--- src/fault_delay_pkg.sv ---
// Constants for the start-up timeout response and turn-off delay block.
// Assumes a 250 MHz system clock and a byte-wide command code port.
// Summary of operation
// - Flag start-up timeout when output stays below threshold past limit from ramp start.
// - Timeout sets other-fault, output-fault word, timeout flag, and raises alert.
// - Ignore-select 0 keeps regulating, still sets status and alert unless masked.
// - Ignore-select 1 (default) shuts down, then restarts per retry field.
// - Retry field 000 never restarts; output stays off until faults cleared or on_cmd low.
// - Retry field 111 (default) restarts endlessly until off, power loss, other fault.
// - Retry write other than 000/111 rejected; alert, comm summary, invalid data set.
// - Only bits 7 and 5 of the response register go to nonvolatile storage.
// - Delay field 000 means no delay; only with retry disabled, output stays off.
// - Delay field 111 (default) waits seven rise times per restart; retry enabled only.
// - Delay bits are read-only copies of retry bit 5.
// - Wait the turn-off delay between stop request and start of ramp down.
// - Store-all command copies turn-off delay and response settings to nonvolatile memory.
// - Loop-slave units NACK both commands, ignore writes, flag invalid command, alert.
// - Turn-off word: exponent 00000 read-only, upper four mantissa bits zero, low seven writable.
// - Programmed turn-off mantissa maps onto sixteen supported delay values.
// - Buckets 0->0, 1..6 same, 7-9->7, 10-12->10, 13-17->14, 18-22->19 ms.
// - Buckets 23-32->27, 33-44->37, 45-62->52, 63-86->72, above 86->100 ms.
package fault_delay_pkg;
	// ----------------------------------------------------------------
	// Command codes
	// ----------------------------------------------------------------
	localparam logic [7:0] CMD_STARTUP_ACTION = 8'h63;
	localparam logic [7:0] CMD_TURN_OFF_DELAY = 8'h64;
	// ----------------------------------------------------------------
	// Field positions and reset values
	// ----------------------------------------------------------------
	localparam int IGNORE_SELECT_BIT = 7;
	localparam int RETRY_STORED_BIT = 5;
	localparam int RETRY_HI = 5;
	localparam int RETRY_LO = 3;
	localparam logic [2:0] RETRY_OFF = 3'h0;
	localparam logic [2:0] RETRY_ON = 3'h7;
	localparam logic IGNORE_SELECT_RST = 1'b1;
	localparam logic RETRY_RST = 1'b1;
	localparam int MANT_W = 7;
	localparam logic [MANT_W-1:0] TOFF_MANT_RST = 7'h00;
	localparam logic [4:0] TOFF_EXPONENT = 5'h00;
	// ----------------------------------------------------------------
	// Timing
	// ----------------------------------------------------------------
	localparam int CLK_PERIOD_NS = 4;
	localparam int MS_IN_NS = 1000000;
	localparam int CYCLES_PER_MS = MS_IN_NS / CLK_PERIOD_NS;
	localparam int RETRY_RISE_MULT = 7;
	localparam int MS_W = 16;
	// Turn-off delay buckets: upper edge of mantissa range and delay in ms
	localparam logic [MANT_W-1:0] EDGE_7 = 7'h09;
	localparam logic [MANT_W-1:0] EDGE_10 = 7'h0C;
	localparam logic [MANT_W-1:0] EDGE_14 = 7'h11;
	localparam logic [MANT_W-1:0] EDGE_19 = 7'h16;
	localparam logic [MANT_W-1:0] EDGE_27 = 7'h20;
	localparam logic [MANT_W-1:0] EDGE_37 = 7'h2C;
	localparam logic [MANT_W-1:0] EDGE_52 = 7'h3E;
	localparam logic [MANT_W-1:0] EDGE_72 = 7'h56;
	localparam logic [MANT_W-1:0] EDGE_DIRECT = 7'h06;
	localparam logic [MANT_W-1:0] MS_100 = 7'h64;
	localparam logic [MANT_W-1:0] MS_72 = 7'h48;
	localparam logic [MANT_W-1:0] MS_52 = 7'h34;
	localparam logic [MANT_W-1:0] MS_37 = 7'h25;
	localparam logic [MANT_W-1:0] MS_27 = 7'h1B;
	localparam logic [MANT_W-1:0] MS_19 = 7'h13;
	localparam logic [MANT_W-1:0] MS_14 = 7'h0E;
	localparam logic [MANT_W-1:0] MS_10 = 7'h0A;
	localparam logic [MANT_W-1:0] MS_7 = 7'h07;
	// Sequencer states
	typedef enum logic [2:0] {
		ST_IDLE = 3'b000,
		ST_RISE = 3'b001,
		ST_ON = 3'b010,
		ST_STOP_WAIT = 3'b011,
		ST_RETRY_WAIT = 3'b100,
		ST_FAULT_OFF = 3'b101
	} seq_state_t;
endpackage

--- src/ms_timer_if.sv ---
// Handshake between the sequencer and its millisecond interval timer.
// Assumes both ends share clk_sys.
`timescale 1ns/1ps
interface ms_timer_if;
	logic start;
	logic [15:0] load_ms;
	logic done;
	modport ctl (output start, output load_ms, input done);
	modport tmr (input start, input load_ms, output done);
endinterface

--- src/startup_fault_response_and_turnoff_delay.sv ---
// Start-up timeout response, restart sequencing and turn-off delay.
// Assumes commands arrive already decoded from the management bus,
// and that the timeout limit and rise time are given in whole ms.
`timescale 1ns/1ps
module startup_fault_response_and_turnoff_delay #(
	parameter int CYC_PER_MS = fault_delay_pkg::CYCLES_PER_MS
) (
	// Clock and reset
	input wire logic clk_sys,
	input wire logic rst_b,
	// Command port
	input wire logic [7:0] cmd_code,
	input wire logic cmd_wr,
	input wire logic cmd_rd,
	input wire logic [15:0] cmd_wdata,
	output logic [15:0] cmd_rdata,
	output logic cmd_ack,
	output logic cmd_nack,
	// Nonvolatile store and restore
	input wire logic store_all,
	input wire logic nv_load,
	input wire logic nv_ignore_select,
	input wire logic nv_retry_bit,
	input wire logic [fault_delay_pkg::MANT_W-1:0] nv_toff_mant,
	output logic nv_store,
	output logic [7:0] nv_action_byte,
	output logic [fault_delay_pkg::MANT_W-1:0] nv_toff_data,
	// Power stage and pins
	input wire logic loop_slave_pin,
	input wire logic out_below_uvf_pin,
	input wire logic on_cmd,
	input wire logic other_fault_shutdown,
	input wire logic [11:0] startup_timeout_limit,
	input wire logic [7:0] soft_start_rise_time,
	output logic ramp_up,
	output logic regulating,
	output logic ramp_down,
	// Status
	input wire logic fault_clear,
	input wire logic startup_timeout_mask,
	output logic startup_timeout_flag,
	output logic other_fault,
	output logic output_fault_word_bit,
	output logic communication_fault_summary,
	output logic invalid_data_flag,
	output logic invalid_command_fault,
	output logic alert_b
);
	import fault_delay_pkg::*;

	// ----------------------------------------------------------------
	// Pin synchronisers
	// ----------------------------------------------------------------
	logic [1:0] s1_q, s2_q, s3_q, pin_q, pin_d;
	logic loop_slave, below_uvf;

	// A level change counts once the second and third stages agree
	always_comb begin
		pin_d = pin_q;
		for (int i = 0; i < 2; i++) begin
			if (s2_q[i] == s3_q[i]) begin
				pin_d[i] = s3_q[i];
			end
		end
	end

	always_ff @(posedge clk_sys) begin
		if (!rst_b) begin
			s1_q <= '0;
			s2_q <= '0;
			s3_q <= '0;
			pin_q <= '0;
		end else begin
			s1_q <= {out_below_uvf_pin, loop_slave_pin};
			s2_q <= s1_q;
			s3_q <= s2_q;
			pin_q <= pin_d;
		end
	end
	assign loop_slave = pin_q[0];
	assign below_uvf = pin_q[1];

	// ----------------------------------------------------------------
	// Delay bucket lookup
	// ----------------------------------------------------------------
	function automatic logic [MANT_W-1:0] bucket_ms(input logic [MANT_W-1:0] m);
		logic [MANT_W-1:0] r;
		r = MS_100;
		if (m <= EDGE_DIRECT) r = m;
		else if (m <= EDGE_7) r = MS_7;
		else if (m <= EDGE_10) r = MS_10;
		else if (m <= EDGE_14) r = MS_14;
		else if (m <= EDGE_19) r = MS_19;
		else if (m <= EDGE_27) r = MS_27;
		else if (m <= EDGE_37) r = MS_37;
		else if (m <= EDGE_52) r = MS_52;
		else if (m <= EDGE_72) r = MS_72;
		return r;
	endfunction

	// ----------------------------------------------------------------
	// Command registers and status flags
	// ----------------------------------------------------------------
	logic ign_q, ign_d, retry_q, retry_d;
	logic [MANT_W-1:0] mant_q, mant_d;
	logic [15:0] rdata_d;
	logic ack_d, nack_d, store_d;
	logic tmo_q, tmo_d, ivd_q, ivd_d, ivc_q, ivc_d;
	logic tmo_event, req, hit, bad_retry;
	logic [7:0] action_byte;
	logic [2:0] wr_retry;

	// Delay bits mirror bit 5; bit 6 reads zero
	assign action_byte = {ign_q, 1'b0, {3{retry_q}}, {3{retry_q}}};
	assign wr_retry = cmd_wdata[RETRY_HI:RETRY_LO];
	assign bad_retry = (wr_retry != RETRY_OFF) && (wr_retry != RETRY_ON);
	assign req = cmd_wr || cmd_rd;
	assign hit = (cmd_code == CMD_STARTUP_ACTION) || (cmd_code == CMD_TURN_OFF_DELAY);

	// Decode; a flag set in the cycle of a clear still sets
	always_comb begin
		ign_d = ign_q;
		retry_d = retry_q;
		mant_d = mant_q;
		rdata_d = cmd_rdata;
		ack_d = 1'b0;
		nack_d = 1'b0;
		ivd_d = ivd_q && !fault_clear;
		ivc_d = ivc_q && !fault_clear;
		tmo_d = (tmo_q && !fault_clear) || tmo_event;
		store_d = store_all;
		if (nv_load) begin
			ign_d = nv_ignore_select;
			retry_d = nv_retry_bit;
			mant_d = nv_toff_mant;
		end
		if (req) begin
			if (!hit || loop_slave) begin
				// Loop slaves and unknown codes: refuse, write dropped
				nack_d = 1'b1;
				ivc_d = 1'b1;
			end else if (cmd_code == CMD_STARTUP_ACTION) begin
				if (cmd_wr && bad_retry) begin
					// Whole byte rejected so settings never go half-written
					nack_d = 1'b1;
					ivd_d = 1'b1;
				end else begin
					ack_d = 1'b1;
					rdata_d = {8'h00, action_byte};
					if (cmd_wr) begin
						ign_d = cmd_wdata[IGNORE_SELECT_BIT];
						retry_d = cmd_wdata[RETRY_STORED_BIT];
					end
				end
			end else begin
				ack_d = 1'b1;
				// Exponent and upper mantissa bits are fixed zero
				rdata_d = {TOFF_EXPONENT, 4'h0, mant_q};
				if (cmd_wr) begin
					mant_d = cmd_wdata[MANT_W-1:0];
				end
			end
		end
	end

	always_ff @(posedge clk_sys) begin
		if (!rst_b) begin
			ign_q <= IGNORE_SELECT_RST;
			retry_q <= RETRY_RST;
			mant_q <= TOFF_MANT_RST;
			cmd_rdata <= '0;
			cmd_ack <= 1'b0;
			cmd_nack <= 1'b0;
			tmo_q <= 1'b0;
			ivd_q <= 1'b0;
			ivc_q <= 1'b0;
			nv_store <= 1'b0;
			nv_action_byte <= '0;
			nv_toff_data <= '0;
		end else begin
			ign_q <= ign_d;
			retry_q <= retry_d;
			mant_q <= mant_d;
			cmd_rdata <= rdata_d;
			cmd_ack <= ack_d;
			cmd_nack <= nack_d;
			tmo_q <= tmo_d;
			ivd_q <= ivd_d;
			ivc_q <= ivc_d;
			nv_store <= store_d;
			if (store_all) begin
				// Only bit 5 carries the retry choice into storage
				nv_action_byte <= {ign_q, 1'b0, retry_q, 5'h00};
				nv_toff_data <= mant_q;
			end
		end
	end

	// Status outputs from flops; alert from flops and the startup_timeout_mask input
	assign startup_timeout_flag = tmo_q;
	assign other_fault = tmo_q;
	assign output_fault_word_bit = tmo_q;
	assign invalid_data_flag = ivd_q;
	assign invalid_command_fault = ivc_q;
	assign communication_fault_summary = ivd_q || ivc_q;
	// Masking gates only the alert, never the flag
	assign alert_b = !((tmo_q && !startup_timeout_mask) || ivd_q || ivc_q);

	// ----------------------------------------------------------------
	// Sequencer
	// ----------------------------------------------------------------
	ms_timer_if tif ();
	seq_state_t st_q, st_d;
	logic fall_q, fall_d, on_q;
	logic [15:0] retry_wait_ms;

	ms_timer #(
		.CYC_PER_MS(CYC_PER_MS)
	) u_timer (
		.clk_sys(clk_sys),
		.rst_b(rst_b),
		.tif(tif)
	);

	assign retry_wait_ms = 16'(RETRY_RISE_MULT) * {8'h00, soft_start_rise_time};
	// Limit zero disables the timeout check
	assign tmo_event = (st_q == ST_RISE) && tif.done && below_uvf && (startup_timeout_limit != '0);

	always_comb begin
		st_d = st_q;
		fall_d = 1'b0;
		tif.start = 1'b0;
		tif.load_ms = '0;
		case (st_q)
			ST_IDLE: begin
				if (on_cmd) begin
					st_d = ST_RISE;
					tif.start = 1'b1;
					tif.load_ms = {4'h0, startup_timeout_limit};
				end
			end
			ST_RISE: begin
				if (!on_cmd || other_fault_shutdown) begin
					st_d = ST_STOP_WAIT;
					tif.start = 1'b1;
					tif.load_ms = {9'h000, bucket_ms(mant_q)};
				end else if (!below_uvf) begin
					st_d = ST_ON;
				end else if (tmo_event) begin
					if (!ign_q) begin
						st_d = ST_ON;
					end else if (retry_q) begin
						st_d = ST_RETRY_WAIT;
						tif.start = 1'b1;
						tif.load_ms = retry_wait_ms;
					end else begin
						st_d = ST_FAULT_OFF;
					end
				end
			end
			ST_ON: begin
				if (!on_cmd || other_fault_shutdown) begin
					st_d = ST_STOP_WAIT;
					tif.start = 1'b1;
					tif.load_ms = {9'h000, bucket_ms(mant_q)};
				end
			end
			ST_STOP_WAIT: begin
				if (tif.done) begin
					st_d = ST_IDLE;
					fall_d = 1'b1;
				end
			end
			ST_RETRY_WAIT: begin
				if (!on_cmd || other_fault_shutdown) begin
					st_d = ST_IDLE;
				end else if (tif.done) begin
					st_d = ST_RISE;
					tif.start = 1'b1;
					tif.load_ms = {4'h0, startup_timeout_limit};
				end
			end
			ST_FAULT_OFF: begin
				// No restart and no delay: wait for the fault clear or on_cmd low
				if (fault_clear || !on_cmd) begin
					st_d = ST_IDLE;
				end
			end
			default: st_d = ST_IDLE;
		endcase
	end

	always_ff @(posedge clk_sys) begin
		if (!rst_b) begin
			st_q <= ST_IDLE;
			fall_q <= 1'b0;
			on_q <= 1'b0;
		end else begin
			st_q <= st_d;
			fall_q <= fall_d;
			on_q <= (st_d == ST_RISE) || (st_d == ST_ON);
		end
	end

	assign ramp_up = (st_q == ST_RISE);
	assign regulating = on_q;
	assign ramp_down = fall_q;
endmodule

--- src/ms_timer.sv ---
// Millisecond interval timer with its own tick prescaler.
// Assumes start is a one-cycle pulse from logic on clk_sys.
`timescale 1ns/1ps
module ms_timer #(
	parameter int CYC_PER_MS = fault_delay_pkg::CYCLES_PER_MS
) (
	// Clock and reset
	input wire logic clk_sys,
	input wire logic rst_b,
	// Sequencer side
	ms_timer_if.tmr tif
);
	import fault_delay_pkg::*;

	logic [17:0] pre_q, pre_d;
	logic [MS_W-1:0] cnt_q, cnt_d;
	logic busy_q, busy_d;
	logic tick;

	// ----------------------------------------------------------------
	// Tick and countdown
	// ----------------------------------------------------------------
	// Prescaler restarts on start, so N ms is exactly N*CYC_PER_MS cycles
	assign tick = (pre_q == 18'(CYC_PER_MS - 1));
	assign tif.done = busy_q && (cnt_q == '0);

	always_comb begin
		pre_d = tick ? '0 : pre_q + 18'h00001;
		cnt_d = cnt_q;
		busy_d = busy_q;
		if (tif.start) begin
			pre_d = '0;
			cnt_d = tif.load_ms;
			busy_d = 1'b1;
		end else if (tif.done) begin
			busy_d = 1'b0;
		end else if (busy_q && tick) begin
			cnt_d = cnt_q - 16'h0001;
		end
	end

	always_ff @(posedge clk_sys) begin
		if (!rst_b) begin
			pre_q <= '0;
			cnt_q <= '0;
			busy_q <= 1'b0;
		end else begin
			pre_q <= pre_d;
			cnt_q <= cnt_d;
			busy_q <= busy_d;
		end
	end
endmodule

--- config.mk ---
export PLATFORM = sky130hd
export DESIGN_NAME = startup_fault_response_and_turnoff_delay
export DESIGN_NICKNAME = d
export VERILOG_FILES = /design/src/fault_delay_pkg.sv /design/src/ms_timer_if.sv /design/src/startup_fault_response_and_turnoff_delay.sv /design/src/ms_timer.sv
export SDC_FILE = /design/constraint.sdc
export NUM_CORES = 1
export LEC_CHECK = 0
export BUFFER_PORTS_ARGS = -buffer_cell sky130_fd_sc_hd__buf_2
export CORE_AREA = 2 2 103 105
export DETAILED_ROUTE_END_ITERATION = 10
export DIE_AREA = 0 0 105 107
export GPL_TIMING_DRIVEN = 0
export PLACE_DENSITY = 0.73
export SLEW_MARGIN = 20
export SYNTH_ARGS = -nofsm -noshare
export SYNTH_HDL_FRONTEND = slang
export SYNTH_HIERARCHICAL = 1
export SYNTH_SLANG_ARGS = --single-unit
export TNS_END_PERCENT = 10
--- constraint.sdc ---
create_clock -name clk_sys -period 10.3 [get_ports clk_sys]
set_clock_uncertainty 0.05 [all_clocks]
set_input_delay 1.03 -clock clk_sys [delete_from_list [all_inputs] [get_ports clk_sys]]
set_output_delay 1.03 -clock clk_sys [all_outputs]
set_load 0.03 [all_outputs]
### Yosys cells after proc, flatten, opt, wreduce, memory -nomap -nowiden

Cells that the tools add are included.

* logic and storage cells: 167
* input port bits: 65
* output and inout port bits: 44
* register bits: 88

* add/subtract/negate cells: 2
* bitwise operators: 3
* equal/unequal tests: 15
* magnitude comparators: 9
* mux-type cells: 76
* reductions and logical operators: 38
* multiply operators: 1

Operator list (number)
* two-way mux 7 bit: 14
* two-way mux 16 bit: 5
* two-way mux 11 bit: 5
* case mux 12 bit (4 select lines): 1
* two-way mux 12 bit: 3
* two-way mux 1 bit: 35
* two-way mux 3 bit: 10
* less-or-equal comparator 7 x 6 -> 1 bit, second input constant: 3
* adder 18 x 1 -> 18 bit, second input constant: 1
* equality test 18 bit, second input constant: 1
* case mux 3 bit (6 select lines): 1
* equality test 8 x 7 -> 1 bit, second input constant: 2
* logical NOT 16 bit: 1
* subtractor 16 x 1 -> 16 bit, second input constant: 1
* less-or-equal comparator 7 x 4 -> 1 bit, second input constant: 2
* less-or-equal comparator 7 x 5 -> 1 bit, second input constant: 2
* nonzero test 12 bit: 1
* logical AND 1 bit: 11
* multiplier 3 x 8 -> 11 bit, first input constant: 1
* logical OR 1 bit: 10
* equality test 3 x 2 -> 1 bit, second input constant: 3
* less-or-equal comparator 7 x 3 -> 1 bit, second input constant: 1
* less-or-equal comparator 7 bit, second input constant: 1
* equality test 3 x 1 -> 1 bit, second input constant: 2
* 14 further kinds: 27

### Logic depth before layout (Yosys ltp)

* depth in word-level cells: 13
* gate-level depth with buffers: 15
* mapped depth without buffers: 14

### Hierarchy

Netlist, hierarchy kept.

By module, submodules not included
* startup_fault_response_and_turnoff_delay: sequential area each 900.9 sq um, area each 3069.2 sq um, cells each 372, instances 1
* ms_timer: sequential area each 700.7 sq um, area each 1881.8 sq um, cells each 231, instances 1

### Worst setup path before layout

No wires, ideal clock.

* kind: input-to-reg
* start point: input soft_start_rise_time[0]
* end point: register u_timer.cnt_q[8]
* setup time: 120 ps
* stages: 13
* path slack: 6873 ps
* arrival time: 3258 ps
* buffers on the path: 0
* path through: fa_1 ha_1 inv_1 fa_1 nor2b_1 o21a_1 o21a_1 or4_1 o311ai_0 o21ai_0 nand2_1 o21ai_0 o31a_1

* cells in the longest elaborated chain, start to end: 8

Ends and longest elaborated chain
* start, declared: line startup_fault_response_and_turnoff_delay.sv:34 `input wire logic [7:0] soft_start_rise_time,`
* multiplier 3 x 8 -> 11 bit: line startup_fault_response_and_turnoff_delay.sv:225 `assign retry_wait_ms = 16'(RETRY_RISE_MULT) * {8'h00, soft_start_rise_time};`
* two-way mux 11 bit: line startup_fault_response_and_turnoff_delay.sv:252 `end else if (retry_q) begin`
* two-way mux 11 bit: line startup_fault_response_and_turnoff_delay.sv:250 `if (!ign_q) begin`
* two-way mux 11 bit: line startup_fault_response_and_turnoff_delay.sv:249 `end else if (tmo_event) begin`
* two-way mux 11 bit: line startup_fault_response_and_turnoff_delay.sv:247 `end else if (!below_uvf) begin`
* two-way mux 11 bit: line startup_fault_response_and_turnoff_delay.sv:243 `if (!on_cmd || other_fault_shutdown) begin`
* case mux 12 bit (4 select lines): line startup_fault_response_and_turnoff_delay.sv:234 `case (st_q)`
* via tif.load_ms[8]: line ms_timer_if.sv:6 `logic [15:0] load_ms;`
* two-way mux 16 bit: line ms_timer.sv:31 `if (tif.start) begin`
* end signal, assigned: line ms_timer.sv:49 `cnt_q <= cnt_d;`
* end, declared: line ms_timer.sv:16 `logic [MS_W-1:0] cnt_q, cnt_d;`

The timed path passes the listed nets, and every way through them passes these cells.
A chain may end at the register's enable or synchronous reset.

### Final worst setup path

* start point: register u_timer.cnt_q[0]
* end point: register u_timer.pre_q[12]

* cells in the longest elaborated chain, start to end: 10
* elaborated cells on any way between the ends: 12

Ends and longest elaborated chain
* logical NOT 16 bit (*): line ms_timer.sv:25 `assign tif.done = busy_q && (cnt_q == '0);`
* logical AND 1 bit (*): line ms_timer.sv:25
* via tif.done: line ms_timer_if.sv:7 `logic done;`
* logical AND 1 bit (3 in series): line startup_fault_response_and_turnoff_delay.sv:227 `assign tmo_event = (st_q == ST_RISE) && tif.done && below_uvf && (startup_timeout_limit != '0);`
* two-way mux 1 bit: line startup_fault_response_and_turnoff_delay.sv:249
* two-way mux 1 bit: line startup_fault_response_and_turnoff_delay.sv:247
* two-way mux 1 bit: line startup_fault_response_and_turnoff_delay.sv:243
* case mux 1 bit (4 select lines) (*): line startup_fault_response_and_turnoff_delay.sv:234
* via tif.start: line ms_timer_if.sv:5 `logic start;`
* OR reduction 3 bit (no source line) (*)
* end signal, assigned: line ms_timer.sv:48 `pre_q <= pre_d;`
* end, declared: line ms_timer.sv:15 `logic [17:0] pre_q, pre_d;`

Mark *: on every way through the listed nets, which the timed path passes. The rest lies on a longest branch.

==> impl_metrics.env <==
export IMPL_grt_pass1_vias=4589
export IMPL_critPathArrivalTime_ps=4670
export IMPL_nets=801
export IMPL_synth_ff_type="dfxtp_1"
export IMPL_tightest_slew_ps=1070
export IMPL_drc=0
export IMPL_clock_sinks=80
export IMPL_top_usage_layer="met2"
export IMPL_cts_hold_buf=0
export IMPL_grt_max_degree=18
export IMPL_ys_seq_area_frac=0.323
export IMPL_cts_tree="built"
export IMPL_fp_dieW_um=105
export IMPL_ant_nets=0
export IMPL_synth_seq_cells=80
export IMPL_grt_overflow=0
export IMPL_synthToLayoutAreaGrowth_pct=17.3
export IMPL_cts_max_path_buffers=2
export IMPL_cts_htree_levels=3
export IMPL_grt_met1_usage=0.281
export IMPL_p_per_area_nw_per_um2=139
export IMPL_drive_above_1_share=0.208
export IMPL_core_um2=10100
export IMPL_status="finished, final reports clean"
export IMPL_setup_viol=0
export IMPL_required_ps=10490
export IMPL_fmax_mhz=223
export IMPL_swShare=0.365
export IMPL_met2_usage=0.412
export IMPL_fp_dieH_um=107
export IMPL_drt_iter0_drc=205
export IMPL_final_cell_area_um2=5810
export IMPL_switchingPower_uw=294
export IMPL_critPathKind="reg2reg"
export IMPL_io_pins=109
export IMPL_drv_slew=0
export IMPL_grt_pass1_wl_um=21300
export IMPL_endpoint_kind="flop"
export IMPL_port_buffers=85
export IMPL_yosys_warnings=6
export IMPL_slew_headroom=0.277
export IMPL_p_clk_frac=0.288
export IMPL_comb_power_share=0.285
export IMPL_vias=4786
export IMPL_post_drt_wl_per_cell_um=15.0
export IMPL_fin_tns_setup_ps=0
export IMPL_synthesis_area_um2=4950
export IMPL_cts_root_buf="clkbuf_8"
export IMPL_post_dp_hpwl_um=9920
export IMPL_num_rows=37
export IMPL_seq_power_share=0.427
export IMPL_routed_wirelength_um=12900
export IMPL_synthCells=603
export IMPL_final_min_clock_period_ps=4480
export IMPL_gp_congestion=0.948
export IMPL_critPathLaunchType="flop"
export IMPL_power_total_uw=808
export IMPL_hold_viol_final=0
export IMPL_finalCritPeriodShare=0.435
export IMPL_via_per_inst=5.58
export IMPL_detailedRoute_firstPassIterationCount=4
export IMPL_antenna_cells=0
export IMPL_ir_worst_vdd_v=0.0000613
export IMPL_p_int_uw=513
export IMPL_power_leakage_uw=0.00241
export IMPL_avgSynthCellArea_um2=8.21
export IMPL_rsz0062_at_grt="no"
export IMPL_post_synth_num_cell_types=75
export IMPL_cts_clk_slew_worst_paths_ps=100
export IMPL_synth_edf_count=0
export IMPL_hp_class="reg2reg"
export IMPL_placed_area_um2=5610
export IMPL_die_area_um2=11200
export IMPL_post_cts_buffers=0
export IMPL_whs_ps=393
export IMPL_start_util=0.491
export IMPL_crit_fanout=10
export IMPL_clock_latency_ps=360
export IMPL_track_usage=0.234
export IMPL_max_cap_viol_count=0
export IMPL_cts_resized_gates=0
export IMPL_antenna_found_initial=0
export IMPL_use_met3=0.0529
export IMPL_synthArstFlopShare=0
export IMPL_cts_buffers=9
==> cell usage after synthesis (4+ instances only) <==
library cell / number / share of area
a211oi_1: 13 / 0.020
a21oi_1: 29 / 0.029
a31oi_1: 8 / 0.010
and2_1: 14 / 0.018
and3_1: 9 / 0.011
buf_2: 6 / 0.0061
buf_4: 18 / 0.027
clkbuf_1: 15 / 0.011
dfxtp_1: 80 / 0.32
fa_1: 8 / 0.032
ha_1: 12 / 0.030
inv_1: 22 / 0.017
mux2i_1: 18 / 0.036
nand2_1: 48 / 0.036
nand2b_1: 6 / 0.0076
nand3_1: 20 / 0.020
nand4_1: 6 / 0.0076
nor2_1: 63 / 0.048
nor2b_1: 6 / 0.0076
nor3_1: 24 / 0.024
nor4_1: 14 / 0.018
nor4b_1: 4 / 0.0071
o211a_1: 4 / 0.0081
o21ai_0: 40 / 0.040
o221ai_1: 4 / 0.0071
o31a_1: 4 / 0.0071
o31ai_1: 5 / 0.0076
or3_1: 10 / 0.013
or4_1: 5 / 0.0076
xnor2_1: 17 / 0.030
xor2_1: 6 / 0.011
==> worst max-delay path, cell delays in order (launching register included) <==
cell and delay (ps):
dfxtp_1 340, inv_1 90, ha_1 200, or4b_4 520, nor3_4 310, nand3_2 140, nor4b_1 900, inv_1 230
o21ai_0 210, and3_1 250, or3_1 210, nor2b_1 160, nand2_1 240, clkbuf_1 400, nor2_1 120
==> cells by family after synthesis <==
group           after synthesis  synth area share
compound gates              134             0.178
buf+inv                      67            0.0715
flops                        80             0.323
other cells                   1          0.000757
simple gates                259             0.284
fa+ha+maj                    20            0.0627
xor+xnor                     23            0.0407
mux                          19            0.0387
==> power by group through the flow <==
stage	logic [uW]	clock network (uW)	registers, uW
final	230	233	345
after global routing	254	252	347
after CTS	228	238	344
after detailed placement	227	0	351
after global placement	222	0	351
after floorplan	160	0	354
==> layout by cell type (no fill, tap or decap), types with 10 or more instances in the layout <==
cell type  Yosys  routed
nand2_1       48      48
conb_1         1      18
nand3_1       20      20
inv_1         22      22
and2_1        14      14
dfxtp_1       80      80
a211oi_1      13      13
o21ai_0       40      40
ha_1          12      12
clkbuf_1      15      15
buf_4         18      18
nor2_1        63      63
mux2i_1       18      18
nor3_1        24      24
nor4_1        14      14
xnor2_1       17      17
or3_1         10      10
buf_2          6      91
a21oi_1       29      29
==> area by class of cell <==
type                       instances  area, um2
tap                              136        170
multi-input combinational        473       3060
clock buffer                       9        124
fill                             986       4290
clock inverter                     7       71.3
buffer                            45        272
timing repair buffer              85        425
inverter                          22       82.6
sequential                        80       1600
==> metrics by stage <==
step	utilization	setup slack (ps)	std cells
6_report	0.575	5820	857
5_1_grt	0.575	5450	857
4_1_cts	0.575	5880	857
3_5_place_dp	0.556	5880	841
3_3_place_gp	0.556	5970	841
2_1_floorplan	-	6870	620
==> per-layer routing <==
layer / routed length (um) / up-vias
met5: 0 / -
met4: 252 / 0
met3: 613 / 22
met2: 6450 / 137
met1: 5560 / 2265
li1: - / 2362
==> flip-flops by register name, indices dropped and copies added, names as in the netlist, 2 cells and up <==
name            cells
u_timer/cnt_q      16
nv_toff_data        7
s1_q                2
u_timer/pre_q      18
s3_q                2
cmd_rdata           8
pin_q               2
nv_action_byte      2
st_q                3
s2_q                2
mant_q              7
==> final timing paths <==
kind | endpoint | start | slack, ps | cells after the start
worst min-delay path | s2_q[0] | s1_q[0] | 390 | 1
worst max register to register | u_timer/pre_q[12] | u_timer/cnt_q[0] | 5820 | 14
worst min register to register | s2_q[0] | s1_q[0] | 390 | 1
worst max-delay path | u_timer/pre_q[12] | u_timer/cnt_q[0] | 5820 | 14
Note: power is estimated with default switching activity, not from simulation.
